==> src/hdl/wakeup_match_timer_pkg.sv <==
// Constants and state encodings shared by the wake-up match timer.
package wakeup_match_timer_pkg;

   // Elapsed-time counter and compare value width.
   localparam int CNT_W = 24;
   localparam logic [CNT_W-1:0] CNT_RESET = 24'h000000;
   localparam logic [CNT_W-1:0] CNT_ONE = 24'h000001;

   // Crystal time base: oscillator edges per one-second tick.
   localparam int OSC_DIV_W = 15;
   localparam logic [OSC_DIV_W-1:0] OSC_DIV_LAST = 15'h7fff;
   localparam logic [OSC_DIV_W-1:0] OSC_DIV_RESET = 15'h0000;
   localparam logic [OSC_DIV_W-1:0] OSC_DIV_ONE = 15'h0001;

   // Debounce time for the restart pin, and the system clock period.
   localparam int DEB_TIME_NS = 1000;
   localparam int CLK_PERIOD_NS = 4;
   localparam int DEB_CYCLES = (DEB_TIME_NS + CLK_PERIOD_NS - 1) / CLK_PERIOD_NS;
   localparam int DEB_W = 8;

   // Serial target: seven-bit address, bytes per transfer, bit counter.
   localparam logic [6:0] TARGET_ADDR = 7'h32;
   localparam logic [1:0] NUM_BYTES = 2'h3;
   localparam logic [1:0] IDX_RESET = 2'h0;
   localparam logic [1:0] IDX_ONE = 2'h1;
   localparam logic [2:0] BIT_LAST = 3'h7;
   localparam logic [2:0] BIT_RESET = 3'h0;
   localparam logic [2:0] BIT_ONE = 3'h1;
   localparam logic [7:0] BYTE_ZERO = 8'h00;

   // Serial target protocol states.
   typedef enum logic [2:0] {
      ST_IDLE = 3'b000,
      ST_ADDR = 3'b001,
      ST_ACK = 3'b010,
      ST_WDATA = 3'b011,
      ST_RDATA = 3'b100,
      ST_RACK = 3'b101
   } ser_state_t;

endpackage : wakeup_match_timer_pkg

==> src/hdl/wakeup_match_timer.sv <==
// Wake-up match timer: seconds counter, compare, restart debounce and serial target.

module wakeup_match_timer #(
   parameter int DEB_CYCLES = wakeup_match_timer_pkg::DEB_CYCLES,
   parameter logic [6:0] TARGET_ADDR = wakeup_match_timer_pkg::TARGET_ADDR
) (
   input wire logic clk_in,
   input wire logic rstn_in,
   input wire logic osc_in,
   input wire logic restart_n_in,
   input wire logic scl_in,
   input wire logic sda_in,
   output logic sda_out,
   output logic sda_oe_out,
   output logic irq_n_out
);

   localparam int CW = wakeup_match_timer_pkg::CNT_W;
   localparam int DW = wakeup_match_timer_pkg::DEB_W;
   localparam logic [DW-1:0] DEB_LAST = DW'(DEB_CYCLES - 1);
   localparam logic [CW-1:0] CNT_ONE_L = wakeup_match_timer_pkg::CNT_ONE;

   // Two-stage synchronisers, plus one delay stage on osc, SCL and SDA for edge detection.
   logic osc_s1_ff, osc_s2_ff, osc_d_ff;
   logic rst_s1_ff, rst_s2_ff;
   logic scl_s1_ff, scl_s2_ff, scl_d_ff;
   logic sda_s1_ff, sda_s2_ff, sda_d_ff;

   always_ff @(posedge clk_in or negedge rstn_in) begin
      if (!rstn_in) begin
         {osc_s1_ff, osc_s2_ff, osc_d_ff} <= 3'h0;
         {rst_s1_ff, rst_s2_ff} <= 2'h3;
         {scl_s1_ff, scl_s2_ff, scl_d_ff} <= 3'h7;
         {sda_s1_ff, sda_s2_ff, sda_d_ff} <= 3'h7;
      end else begin
         {osc_s1_ff, osc_s2_ff, osc_d_ff} <= {osc_in, osc_s1_ff, osc_s2_ff};
         {rst_s1_ff, rst_s2_ff} <= {restart_n_in, rst_s1_ff};
         {scl_s1_ff, scl_s2_ff, scl_d_ff} <= {scl_in, scl_s1_ff, scl_s2_ff};
         {sda_s1_ff, sda_s2_ff, sda_d_ff} <= {sda_in, sda_s1_ff, sda_s2_ff};
      end
   end

   // Restart debounce: the filtered level follows the pin only after it has
   // differed for a full debounce window, so chatter never reaches the counter.
   logic deb_ff, deb_d_ff;
   logic [wakeup_match_timer_pkg::DEB_W-1:0] deb_cnt_ff, nxt_deb_cnt;
   wire deb_differs = rst_s2_ff != deb_ff;
   wire deb_flip = deb_differs && (deb_cnt_ff == DEB_LAST);
   wire restart_release = deb_ff && !deb_d_ff;
   wire running = deb_ff;
   assign nxt_deb_cnt = deb_differs ? deb_cnt_ff + 1'b1 : '0;

   always_ff @(posedge clk_in or negedge rstn_in) begin
      if (!rstn_in) begin
         deb_cnt_ff <= '0;
         deb_ff <= 1'b1;
         deb_d_ff <= 1'b1;
      end else begin
         deb_cnt_ff <= deb_flip ? '0 : nxt_deb_cnt;
         deb_ff <= deb_flip ? rst_s2_ff : deb_ff;
         deb_d_ff <= deb_ff;
      end
   end

   // One-second tick from rising edges of the synchronised crystal clock.
   logic [wakeup_match_timer_pkg::OSC_DIV_W-1:0] div_ff, nxt_div;
   logic tick_ff;
   wire osc_rise = osc_s2_ff && !osc_d_ff;
   wire div_wrap = osc_rise && (div_ff == wakeup_match_timer_pkg::OSC_DIV_LAST);
   assign nxt_div = !running ? wakeup_match_timer_pkg::OSC_DIV_RESET :
                    osc_rise ? div_ff + wakeup_match_timer_pkg::OSC_DIV_ONE : div_ff;

   always_ff @(posedge clk_in or negedge rstn_in) begin
      if (!rstn_in) begin
         div_ff <= wakeup_match_timer_pkg::OSC_DIV_RESET;
         tick_ff <= 1'b0;
      end else begin
         div_ff <= nxt_div;
         tick_ff <= running && div_wrap;
      end
   end

   // Elapsed-time counter, cleared while restart is low.
   logic [CW-1:0] cnt_ff, nxt_cnt;
   logic upd_ff;
   assign nxt_cnt = !running ? wakeup_match_timer_pkg::CNT_RESET :
                    tick_ff ? cnt_ff + wakeup_match_timer_pkg::CNT_ONE : cnt_ff;

   always_ff @(posedge clk_in or negedge rstn_in) begin
      if (!rstn_in) begin
         cnt_ff <= wakeup_match_timer_pkg::CNT_RESET;
         upd_ff <= 1'b0;
      end else begin
         cnt_ff <= nxt_cnt;
         upd_ff <= running && tick_ff;
      end
   end

   // Compare and interrupt: a match is taken only when the counter has just
   // stepped onto the wake value, so a fresh write does not fire at once.
   logic [CW-1:0] wake_ff;
   logic irq_n_ff;
   wire match = running && upd_ff && (cnt_ff == wake_ff);

   always_ff @(posedge clk_in or negedge rstn_in) begin
      if (!rstn_in) begin
         irq_n_ff <= 1'b1;
      end else if (restart_release) begin
         irq_n_ff <= 1'b1;
      end else if (match) begin
         irq_n_ff <= 1'b0;
      end
   end
   assign irq_n_out = irq_n_ff;

   // Serial bus conditions seen on the synchronised lines.
   wire scl_rise = scl_s2_ff && !scl_d_ff;
   wire scl_fall = !scl_s2_ff && scl_d_ff;
   wire bus_start = scl_s2_ff && scl_d_ff && sda_d_ff && !sda_s2_ff;
   wire bus_stop = scl_s2_ff && scl_d_ff && !sda_d_ff && sda_s2_ff;

   // Serial target state.
   wakeup_match_timer_pkg::ser_state_t st_ff;
   logic [7:0] sh_ff;
   logic [2:0] bit_ff;
   logic [1:0] idx_ff;
   logic rw_ff, byte_done_ff, drive_low_ff;
   logic [CW-1:0] shadow_ff, snap_ff;

   // Byte selection for writes into the shadow and reads from the snapshot.
   wire addr_hit = sh_ff[7:1] == TARGET_ADDR;
   wire room = idx_ff != wakeup_match_timer_pkg::NUM_BYTES;
   wire [7:0] rd_byte = (idx_ff == 2'h0) ? snap_ff[23:16] :
                        (idx_ff == 2'h1) ? snap_ff[15:8] :
                        (idx_ff == 2'h2) ? snap_ff[7:0] : wakeup_match_timer_pkg::BYTE_ZERO;
   wire [7:0] sh_in = {sh_ff[6:0], sda_s2_ff};
   wire commit = bus_stop && !room && !rw_ff && (st_ff != wakeup_match_timer_pkg::ST_IDLE);

   // Protocol engine: bits are taken on SCL rising edges and the data line
   // only changes after SCL falling edges, so the host always sees stable data.
   always_ff @(posedge clk_in or negedge rstn_in) begin
      if (!rstn_in) begin
         st_ff <= wakeup_match_timer_pkg::ST_IDLE;
         sh_ff <= wakeup_match_timer_pkg::BYTE_ZERO;
         bit_ff <= wakeup_match_timer_pkg::BIT_RESET;
         idx_ff <= wakeup_match_timer_pkg::IDX_RESET;
         rw_ff <= 1'b0;
         byte_done_ff <= 1'b0;
         drive_low_ff <= 1'b0;
         shadow_ff <= wakeup_match_timer_pkg::CNT_RESET;
         snap_ff <= wakeup_match_timer_pkg::CNT_RESET;
      end else if (bus_start) begin
         st_ff <= wakeup_match_timer_pkg::ST_ADDR;
         bit_ff <= wakeup_match_timer_pkg::BIT_RESET;
         idx_ff <= wakeup_match_timer_pkg::IDX_RESET;
         byte_done_ff <= 1'b0;
         drive_low_ff <= 1'b0;
      end else if (bus_stop) begin
         st_ff <= wakeup_match_timer_pkg::ST_IDLE;
         drive_low_ff <= 1'b0;
      end else begin
         unique case (st_ff)
            wakeup_match_timer_pkg::ST_IDLE: begin
               drive_low_ff <= 1'b0;
            end
            wakeup_match_timer_pkg::ST_ADDR, wakeup_match_timer_pkg::ST_WDATA: begin
               if (scl_rise) begin
                  sh_ff <= sh_in;
                  bit_ff <= bit_ff + wakeup_match_timer_pkg::BIT_ONE;
                  byte_done_ff <= bit_ff == wakeup_match_timer_pkg::BIT_LAST;
               end else if (scl_fall && byte_done_ff) begin
                  byte_done_ff <= 1'b0;
                  if (st_ff == wakeup_match_timer_pkg::ST_ADDR) begin
                     rw_ff <= sh_ff[0];
                     snap_ff <= cnt_ff;
                     st_ff <= addr_hit ? wakeup_match_timer_pkg::ST_ACK :
                              wakeup_match_timer_pkg::ST_IDLE;
                     drive_low_ff <= addr_hit;
                  end else if (room) begin
                     shadow_ff <= {shadow_ff[15:0], sh_ff};
                     idx_ff <= idx_ff + wakeup_match_timer_pkg::IDX_ONE;
                     st_ff <= wakeup_match_timer_pkg::ST_ACK;
                     drive_low_ff <= 1'b1;
                  end else begin
                     st_ff <= wakeup_match_timer_pkg::ST_IDLE;
                  end
               end
            end
            wakeup_match_timer_pkg::ST_ACK: begin
               if (scl_fall) begin
                  bit_ff <= wakeup_match_timer_pkg::BIT_RESET;
                  if (rw_ff) begin
                     st_ff <= wakeup_match_timer_pkg::ST_RDATA;
                     sh_ff <= {rd_byte[6:0], 1'b0};
                     drive_low_ff <= !rd_byte[7];
                  end else begin
                     st_ff <= wakeup_match_timer_pkg::ST_WDATA;
                     drive_low_ff <= 1'b0;
                  end
               end
            end
            wakeup_match_timer_pkg::ST_RDATA: begin
               if (scl_fall) begin
                  bit_ff <= bit_ff + wakeup_match_timer_pkg::BIT_ONE;
                  if (bit_ff == wakeup_match_timer_pkg::BIT_LAST) begin
                     st_ff <= wakeup_match_timer_pkg::ST_RACK;
                     drive_low_ff <= 1'b0;
                     idx_ff <= room ? idx_ff + wakeup_match_timer_pkg::IDX_ONE : idx_ff;
                  end else begin
                     sh_ff <= {sh_ff[6:0], 1'b0};
                     drive_low_ff <= !sh_ff[7];
                  end
               end
            end
            wakeup_match_timer_pkg::ST_RACK: begin
               if (scl_rise) begin
                  st_ff <= sda_s2_ff ? wakeup_match_timer_pkg::ST_IDLE :
                           wakeup_match_timer_pkg::ST_ACK;
               end
            end
            default: begin
               st_ff <= wakeup_match_timer_pkg::ST_IDLE;
            end
         endcase
      end
   end

   // Compare target: loaded from the shadow when a full write ends with stop.
   always_ff @(posedge clk_in or negedge rstn_in) begin
      if (!rstn_in) begin
         wake_ff <= wakeup_match_timer_pkg::CNT_RESET;
      end else if (commit) begin
         wake_ff <= shadow_ff;
      end
   end

   // Open-drain data pin: the level driven is always low, the enable pulls.
   logic sda_oe_ff;
   always_ff @(posedge clk_in or negedge rstn_in) begin
      if (!rstn_in) begin
         sda_oe_ff <= 1'b0;
      end else begin
         sda_oe_ff <= drive_low_ff;
      end
   end
   assign sda_oe_out = sda_oe_ff;
   assign sda_out = 1'b0;

   // Checks on the timer, restart and serial behaviour.
   property p_cnt_step;
      @(posedge clk_in) disable iff (!rstn_in)
      (running && tick_ff && $past(running)) |=> (cnt_ff == $past(cnt_ff) + CNT_ONE_L);
   endproperty
   a_cnt_step: assert property (p_cnt_step) else $error("counter did not step by one");

   property p_match_irq;
      @(posedge clk_in) disable iff (!rstn_in)
      (running && upd_ff && cnt_ff == wake_ff) |=> !irq_n_out;
   endproperty
   a_match_irq: assert property (p_match_irq) else $error("match did not pull irq low");

   property p_hold_clear;
      @(posedge clk_in) disable iff (!rstn_in)
      !deb_ff |=> cnt_ff == '0 && div_ff == '0;
   endproperty
   a_hold_clear: assert property (p_hold_clear) else $error("counter not held in reset");

   property p_release_irq;
      @(posedge clk_in) disable iff (!rstn_in)
      (deb_ff && !deb_d_ff) |=> irq_n_out ##1 (cnt_ff == '0);
   endproperty
   a_release_irq: assert property (p_release_irq) else $error("release did not raise irq");

   property p_debounce;
      @(posedge clk_in) disable iff (!rstn_in)
      $changed(deb_ff) |-> $past(deb_cnt_ff) == DEB_LAST && $past(rst_s2_ff) == deb_ff;
   endproperty
   a_debounce: assert property (p_debounce) else $error("restart changed without debounce");

   property p_wake_write;
      @(posedge clk_in) disable iff (!rstn_in)
      $changed(wake_ff) |-> $past(commit) && wake_ff == $past(shadow_ff);
   endproperty
   a_wake_write: assert property (p_wake_write) else $error("wake value changed without write");

   property p_second_only;
      @(posedge clk_in) disable iff (!rstn_in)
      (running && $past(running) && !tick_ff) |=> $stable(cnt_ff);
   endproperty
   a_second_only: assert property (p_second_only) else $error("counter moved without tick");

   property p_tick_div;
      @(posedge clk_in) disable iff (!rstn_in)
      tick_ff |-> $past(div_ff) == wakeup_match_timer_pkg::OSC_DIV_LAST && $past(osc_rise);
   endproperty
   a_tick_div: assert property (p_tick_div) else $error("tick not at divider wrap");

   property p_sda_timing;
      @(posedge clk_in) disable iff (!rstn_in)
      ($rose(drive_low_ff) && !$past(bus_start)) |-> $past(scl_fall);
   endproperty
   a_sda_timing: assert property (p_sda_timing) else $error("data pulled low off clock fall");

   property p_open_drain;
      @(posedge clk_in) disable iff (!rstn_in)
      sda_oe_out |-> !sda_out;
   endproperty
   a_open_drain: assert property (p_open_drain) else $error("data line driven high");

   property p_irq_hold;
      @(posedge clk_in) disable iff (!rstn_in)
      (!irq_n_out && !(deb_ff && !deb_d_ff)) |=> !irq_n_out;
   endproperty
   a_irq_hold: assert property (p_irq_hold) else $error("irq released without restart");

endmodule : wakeup_match_timer
// wakeup_match_timer

==> config.mk <==
export PLATFORM = sky130hd
export DESIGN_NAME = wakeup_match_timer
export DESIGN_NICKNAME = d
export VERILOG_FILES = /design/src/hdl/wakeup_match_timer_pkg.sv /design/src/hdl/wakeup_match_timer.sv
export SDC_FILE = /design/constraint.sdc
export NUM_CORES = 1
export LEC_CHECK = 0
export ABC_AREA = 1
export BUFFER_PORTS_ARGS = -buffer_cell sky130_fd_sc_hd__buf_4
export CAP_MARGIN = 20
export CORE_ASPECT_RATIO = 1.5
export CORE_MARGIN = 2
export CORE_UTILIZATION = 59
export CTS_BUF_LIST = sky130_fd_sc_hd__clkbuf_4 sky130_fd_sc_hd__clkbuf_8
export CTS_CLUSTER_DIAMETER = 40
export DETAILED_ROUTE_END_ITERATION = 10
export PLACE_DENSITY_LB_ADDON = 0.05
export SYNTH_ARGS = -nofsm -noshare
export SYNTH_HDL_FRONTEND = slang
export SYNTH_SLANG_ARGS = --single-unit
==> constraint.sdc <==
create_clock -name clk_in -period 1.5 [get_ports clk_in]
set_input_delay 0.075 -clock clk_in [delete_from_list [all_inputs] [get_ports clk_in]]
set_output_delay 0.075 -clock clk_in [all_outputs]
set_load 0.005 [all_outputs]
Yosys cells after proc, flatten, opt, wreduce, memory -nomap -nowiden:

Cells that the tools add are included.

* word-level logic and storage cells: 186
* bits of input ports: 6
* register bits after elaboration: 155

* bitwise gates (word level): 4
* equality and inequality tests: 37
* multiplexer cells: 62
* reduce and logical (&&, ||, !) cells: 48
* add/subtract/negate cells: 5

Operators with widths (count)
* 2-to-1 mux 8 bit: 10
* 2-to-1 mux 24 bit: 2
* 2-to-1 mux 3 bit: 14
* 2-to-1 mux 15 bit: 2
* adder 24 x 1 -> 24 bit, second input constant: 1
* == test 24 bit: 1
* 2-to-1 mux 2 bit: 12
* != test 3 bit, second input constant: 8
* != test 4 bit, second input constant: 6
* one-hot mux 8 bit (3 select lines): 1
* AND reduction 7 bit: 3
* logical AND 1 bit: 19
* 2-to-1 mux 1 bit: 17
* adder 15 x 1 -> 15 bit, second input constant: 1
* == test 15 bit, second input constant: 1
* one-hot mux 3 bit (5 select lines): 1
* != test 2 bit, second input constant: 7
* AND reduction 6 bit: 2
* nonzero test 3 bit: 4
* zero test 1 bit: 10
* == test 3 bit, second input constant: 3
* one-hot mux 3 bit (3 select lines): 1
* adder 8 x 1 -> 8 bit, second input constant: 1
* == test 8 bit, second input constant: 1
* 22 further kinds: 28

Depth between registers and ports, before layout:

* word-level depth: 10
* depth in mapped cells: 12

Worst setup path after synthesis:

Ideal clock, no wire load.

* path kind: flip-flop to flip-flop
* from: register idx_ff[0]
* to: register drive_low_ff
* data arrival time: 1.475 ns
* buffers on the path: 1
* stages on the path, launching flop included: 11
* library setup time: 0.121 ns
* setup slack: -0.096 ns
* required time: 1.379 ns
* cells stage by stage: dfrtp_1 > ha_1 > clkbuf_1 > nor2_1 > nand2_1 > nand2_1 > nand2_1 > nand3_1 > nand3_1 > nand3_1 > nand2_1

* word-level cells in the longest chain between the ends: 10
* elaborated cells on any way between the ends: 15

RTL lines
* start: declaration: line wakeup_match_timer.sv:126 `logic [1:0] idx_ff;`
* start signal: assignment: line wakeup_match_timer.sv:146 `idx_ff <= wakeup_match_timer_pkg::IDX_RESET;`
* start signal: assignment: line wakeup_match_timer.sv:155 `idx_ff <= wakeup_match_timer_pkg::IDX_RESET;`
* start signal: assignment: line wakeup_match_timer.sv:181 `idx_ff <= idx_ff + wakeup_match_timer_pkg::IDX_ONE;`
* == test 2 bit: line wakeup_match_timer.sv:135 `(idx_ff == 2'h2) ? snap_ff[7:0] : wakeup_match_timer_pkg::BYTE_ZERO;`
* 2-to-1 mux 8 bit: line wakeup_match_timer.sv:135
* 2-to-1 mux 8 bit: line wakeup_match_timer.sv:134 `(idx_ff == 2'h1) ? snap_ff[15:8] :`
* 2-to-1 mux 8 bit: line wakeup_match_timer.sv:133 `wire [7:0] rd_byte = (idx_ff == 2'h0) ? snap_ff[23:16] :`
* zero test 1 bit: line wakeup_match_timer.sv:195 `drive_low_ff <= !rd_byte[7];`
* 2-to-1 mux 1 bit: line wakeup_match_timer.sv:192 `if (rw_ff) begin`
* 2-to-1 mux 1 bit: line wakeup_match_timer.sv:190 `if (scl_fall) begin`
* one-hot mux 1 bit (4 select lines): line wakeup_match_timer.sv:162 `unique case (st_ff)`
* 2-to-1 mux 1 bit: line wakeup_match_timer.sv:158 `end else if (bus_stop) begin`
* 2-to-1 mux 1 bit: line wakeup_match_timer.sv:152 `end else if (bus_start) begin`
* end signal: assignment: line wakeup_match_timer.sv:178 `drive_low_ff <= addr_hit;`
* end signal: assignment: line wakeup_match_timer.sv:195
* end signal: assignment: line wakeup_match_timer.sv:211 `drive_low_ff <= !sh_ff[7];`
* end: declaration: line wakeup_match_timer.sv:127 `logic rw_ff, byte_done_ff, drive_low_ff;`

Several ways; a longest one is shown, not always the timed one. The select of a mux whose other input is x is not followed.
A chain may end at the register's enable or synchronous reset.

Worst setup path in the final report:

* from: register scl_d_ff
* to: register st_ff[2]

* word-level cells in the longest chain between the ends: 5
* elaborated cells on any way between the ends: 19

RTL lines
* start: declaration: line wakeup_match_timer.sv:26 `logic scl_s1_ff, scl_s2_ff, scl_d_ff;`
* start signal: assignment: line wakeup_match_timer.sv:38 `{scl_s1_ff, scl_s2_ff, scl_d_ff} <= {scl_in, scl_s1_ff, scl_s2_ff};`
* logical AND 1 bit: line wakeup_match_timer.sv:119, wakeup_match_timer.sv:120
* logical AND 1 bit (on tied branches) (2 in a row): line wakeup_match_timer.sv:119, wakeup_match_timer.sv:120
* != test 4 bit (no line), or another cell as far along
* AND reduction 7 bit (no line) / 2-to-1 mux 3 bit (equally long branches)
* end signal: assignment: line wakeup_match_timer.sv:143 `st_ff <= wakeup_match_timer_pkg::ST_IDLE;`
* end signal: assignment: line wakeup_match_timer.sv:153 `st_ff <= wakeup_match_timer_pkg::ST_ADDR;`
* end signal: assignment: line wakeup_match_timer.sv:159 `st_ff <= wakeup_match_timer_pkg::ST_IDLE;`
* end: declaration: line wakeup_match_timer.sv:123 `wakeup_match_timer_pkg::ser_state_t st_ff;`

Several ways; a longest one is shown, not always the timed one.

==> reports/results.ini <==
[clocking]
numCtsBuffers=17
cts_max_path_buffers=2
cts_max_level=4
cts.sinks=155
cts.clk_slew.worst_paths_ns=0.09
tritoncts=built
clock_tree.root_cell=clkbuf_8
clkLatencyLatePin_ns=0.46

[floorplanning]
placementRows=50
die_width_um=96.15
fp.dieH_um=142.2
fp.dieArea_mm2=0.01367
initial_core_util_pct=60.36
core_mm2=0.01245
ios=9

[timing]
finalMaxSlewViolations=0
fmax_ghz=0.5829
rsz0062_at_grt=true
skew_ns=0.01535
setup_slack_ns=-0.2156
finalSetupViolations=82
period_needed_ns=1.716
tns_ns=-5.744
hold_ws_ns=0.1080
timing_hold_violations_final=0
timing.final.crit_share_pct=114.4

[synth]
syn_nets=958
synthFlopType=dfrtp_1
synth.ff_latch_count=155
synth_seq_area_share_pct=51.80
syn_area_per_cell_um2=7.977
ys_types=42
synth-edff-count=0
syn_area_mm2=0.007515
syn_inst=942
ys.warnings.count=0
async_flop_share_pct=100.0

[drt]
drc_errors=0
drtPass1Iterations=5
vias=6746
wire_per_inst_um=17.36
drt_iter0_drc=403
avgViaCountPerCell=5.530
detail-route-antenna-nets=0
totalWireLength_um=21180

[place]
dp_hpwl_um=14390
dpl_cell_area_mm2=0.008278
port_buffers=7
place_congestion=0.9274
dpl.cell_count=1156

[power]
power_switching_uw=3036
power.density_mw_per_mm2=987.6
comb_power_share_pct=20.3
p_clk_share_pct=33.3
swShare_pct=31.46
p_seq_share_pct=46.4
irDropWorstVdd_mv=0.9745
intPower_uw=6613
leakagePower_uw=0.004516

[global_route]
grt_max_degree=46
gr-usage-all-layers_pct=31.14
grt_antenna_before_repair=0
overflow=0
grt_pass1_wl_um=32320
grt_pass1_vias=6767

[final_layout]
antenna_cells=0
regArea_mm2=0.003897
nets=1067
layout_common_cells=nand2_1 (198), dfrtp_1 (140), inv_1 (104)
multi_input_area_mm2=0.003714
num-fill-cells=864
syn_to_final_growth_pct=30.00
drive_above_1_share_pct=31.86
final_cells=1220
finalInstanceArea_mm2=0.009769
final_common_cell=nand2_1

[run]
maxCapViolCount=0

[setup_path]
worst_ep_required_time_ns=1.85
reg2reg_from=scl_d_ff$_DFF_PN1_
startpoint_type=register
rrSetupSlack_ns=-0.22
path_max_fanout=5
r2r_cells=10
worstPathArrival_ns=2.06
rr_endpoint=st_ff[2]$_DFFE_PN0P_
criticalPathCategory=reg -> reg
crit_start=scl_d_ff$_DFF_PN1_
critPathCaptureType=register

[outcome]
status=finished with violations
violations=setup timing

[min_path]
holdCritPathClass=in -> async

-- metal layers --
layer	GRT usage [%]	up-vias	wire [µm]
met1	34.56	3290	7927
met3	5.614	75	606
li1	-	3222	-
met5	0	-	0
met4	16.47	0	1217
met2	55.26	159	11420
-- Yosys cell counts, drive strengths merged, types with 2 or more instances --
cell      n  area [µm²]
nand3    50       255.3
ha       10       125.1
and3      3       18.77
dfrtp   144        3603
xnor2     5       43.79
inv     125       471.7
xor2      4       35.03
a31oi     3       18.77
nand2   265        1030
clkbuf   14       52.55
buf      12       83.82
nor3b     2       26.28
mux2      4       45.04
o31ai     2       15.01
nor3     24       120.1
o211ai    7       52.55
nor2     99       406.6
nand4     7       50.05
dfstp    11       289.0
o21ai   110       554.3
a21oi    34       170.2
-- stage by stage --
step                power (µW)  worst slack [ns]  utilization (%)
floorplan                 5413          -0.01307                -
global placement          5988           -0.1655            66.49
detailed placement        6055           -0.1838            66.49
CTS                       9424          -0.07391            72.06
global route             10080           -0.2572            78.47
finish                    9648           -0.2156            78.47
-- power groups by stage --
| stage | Sequential [µW] | Clock, µW | Combinational [µW] |
|---|---|---|---|
| 3_3_place_gp | 4520 | 0 | 1470 |
| 3_5_place_dp | 4530 | 0 | 1520 |
| 5_1_grt | 4490 | 3440 | 2150 |
| 4_1_cts | 4460 | 3230 | 1730 |
| 6_report | 4470 | 3220 | 1960 |
| 2_1_floorplan | 4510 | 0 | 900 |
-- state kept, by name, indices dropped and copies added, names as in the netlist, 2 cells and up --
signal and cells:
st_ff 3, wake_ff 24, bit_ff 3, idx_ff 2, div_ff 15, cnt_ff 24, shadow_ff 24, sh_ff 8
snap_ff 24, deb_cnt_ff 8
-- logic make-up (layout without fill, tap and decap cells) --
family | after synthesis | count (layout) | synth area share (%)
AO/OA/AOI/OAI | 159 | 159 | 11.11
XOR/XNOR | 9 | 9 | 1.049
adder cells (fa/ha/maj) | 10 | 10 | 1.665
buffers and inverters | 151 | 273 | 8.092
flip-flops | 155 | 155 | 51.80
multiplexers | 4 | 4 | 0.5994
other | 1 | 1 | 0.04990
AND/OR/NAND/NOR | 453 | 453 | 25.64
-- layout make-up --
cell class | instances | area share [%]
flip-flops and latches | 155 | 39.89
inverters | 125 | 4.944
repair buffers | 116 | 11.05
well taps | 156 | 1.998
multi-input cells | 636 | 38.01
clock inverters | 12 | 1.281
clock buffers | 20 | 2.818
-- worst max-delay path, stage by stage (launching register included) --
cell and delay [ns]:
dfstp_2 0.61, inv_1 0.08, nand2_2 0.09, buf_4 0.12, inv_1 0.06, o21ai_1 0.30
nand2_4 0.07, nand2_2 0.10, nor2_4 0.06, nand2_1 0.06, o21ai_1 0.05
-- timing repair --
| action | CTS | global route |
|---|---|---|
| resized for setup | 58 | 217 |
| hold endpoints to repair | 154 | 0 |
| hold buffers | 5 | 0 |
| pin swaps | 10 | 43 |
| setup endpoints to repair | 99 | 118 |
| gates cloned | 0 | 5 |
| buffers inserted | 8 | 15 |
-- worst max-delay path by stage --
stage | to | slack, ns | cells after the start
after detailed placement | wake_ff[20]$_DFFE_PN0P_ | -0.18 | 5
after global placement | idx_ff[1]$_DFFE_PN0P_ | -0.17 | 7
final | st_ff[2]$_DFFE_PN0P_ | -0.22 | 10
after floorplan | drive_low_ff$_DFFE_PN0P_ | -0.01 | 10
after global routing | st_ff[2]$_DFFE_PN0P_ | -0.26 | 10
after CTS | wake_ff[22]$_DFFE_PN0P_ | -0.07 | 5
No activity file was read; power rests on OpenSTA's default activity.
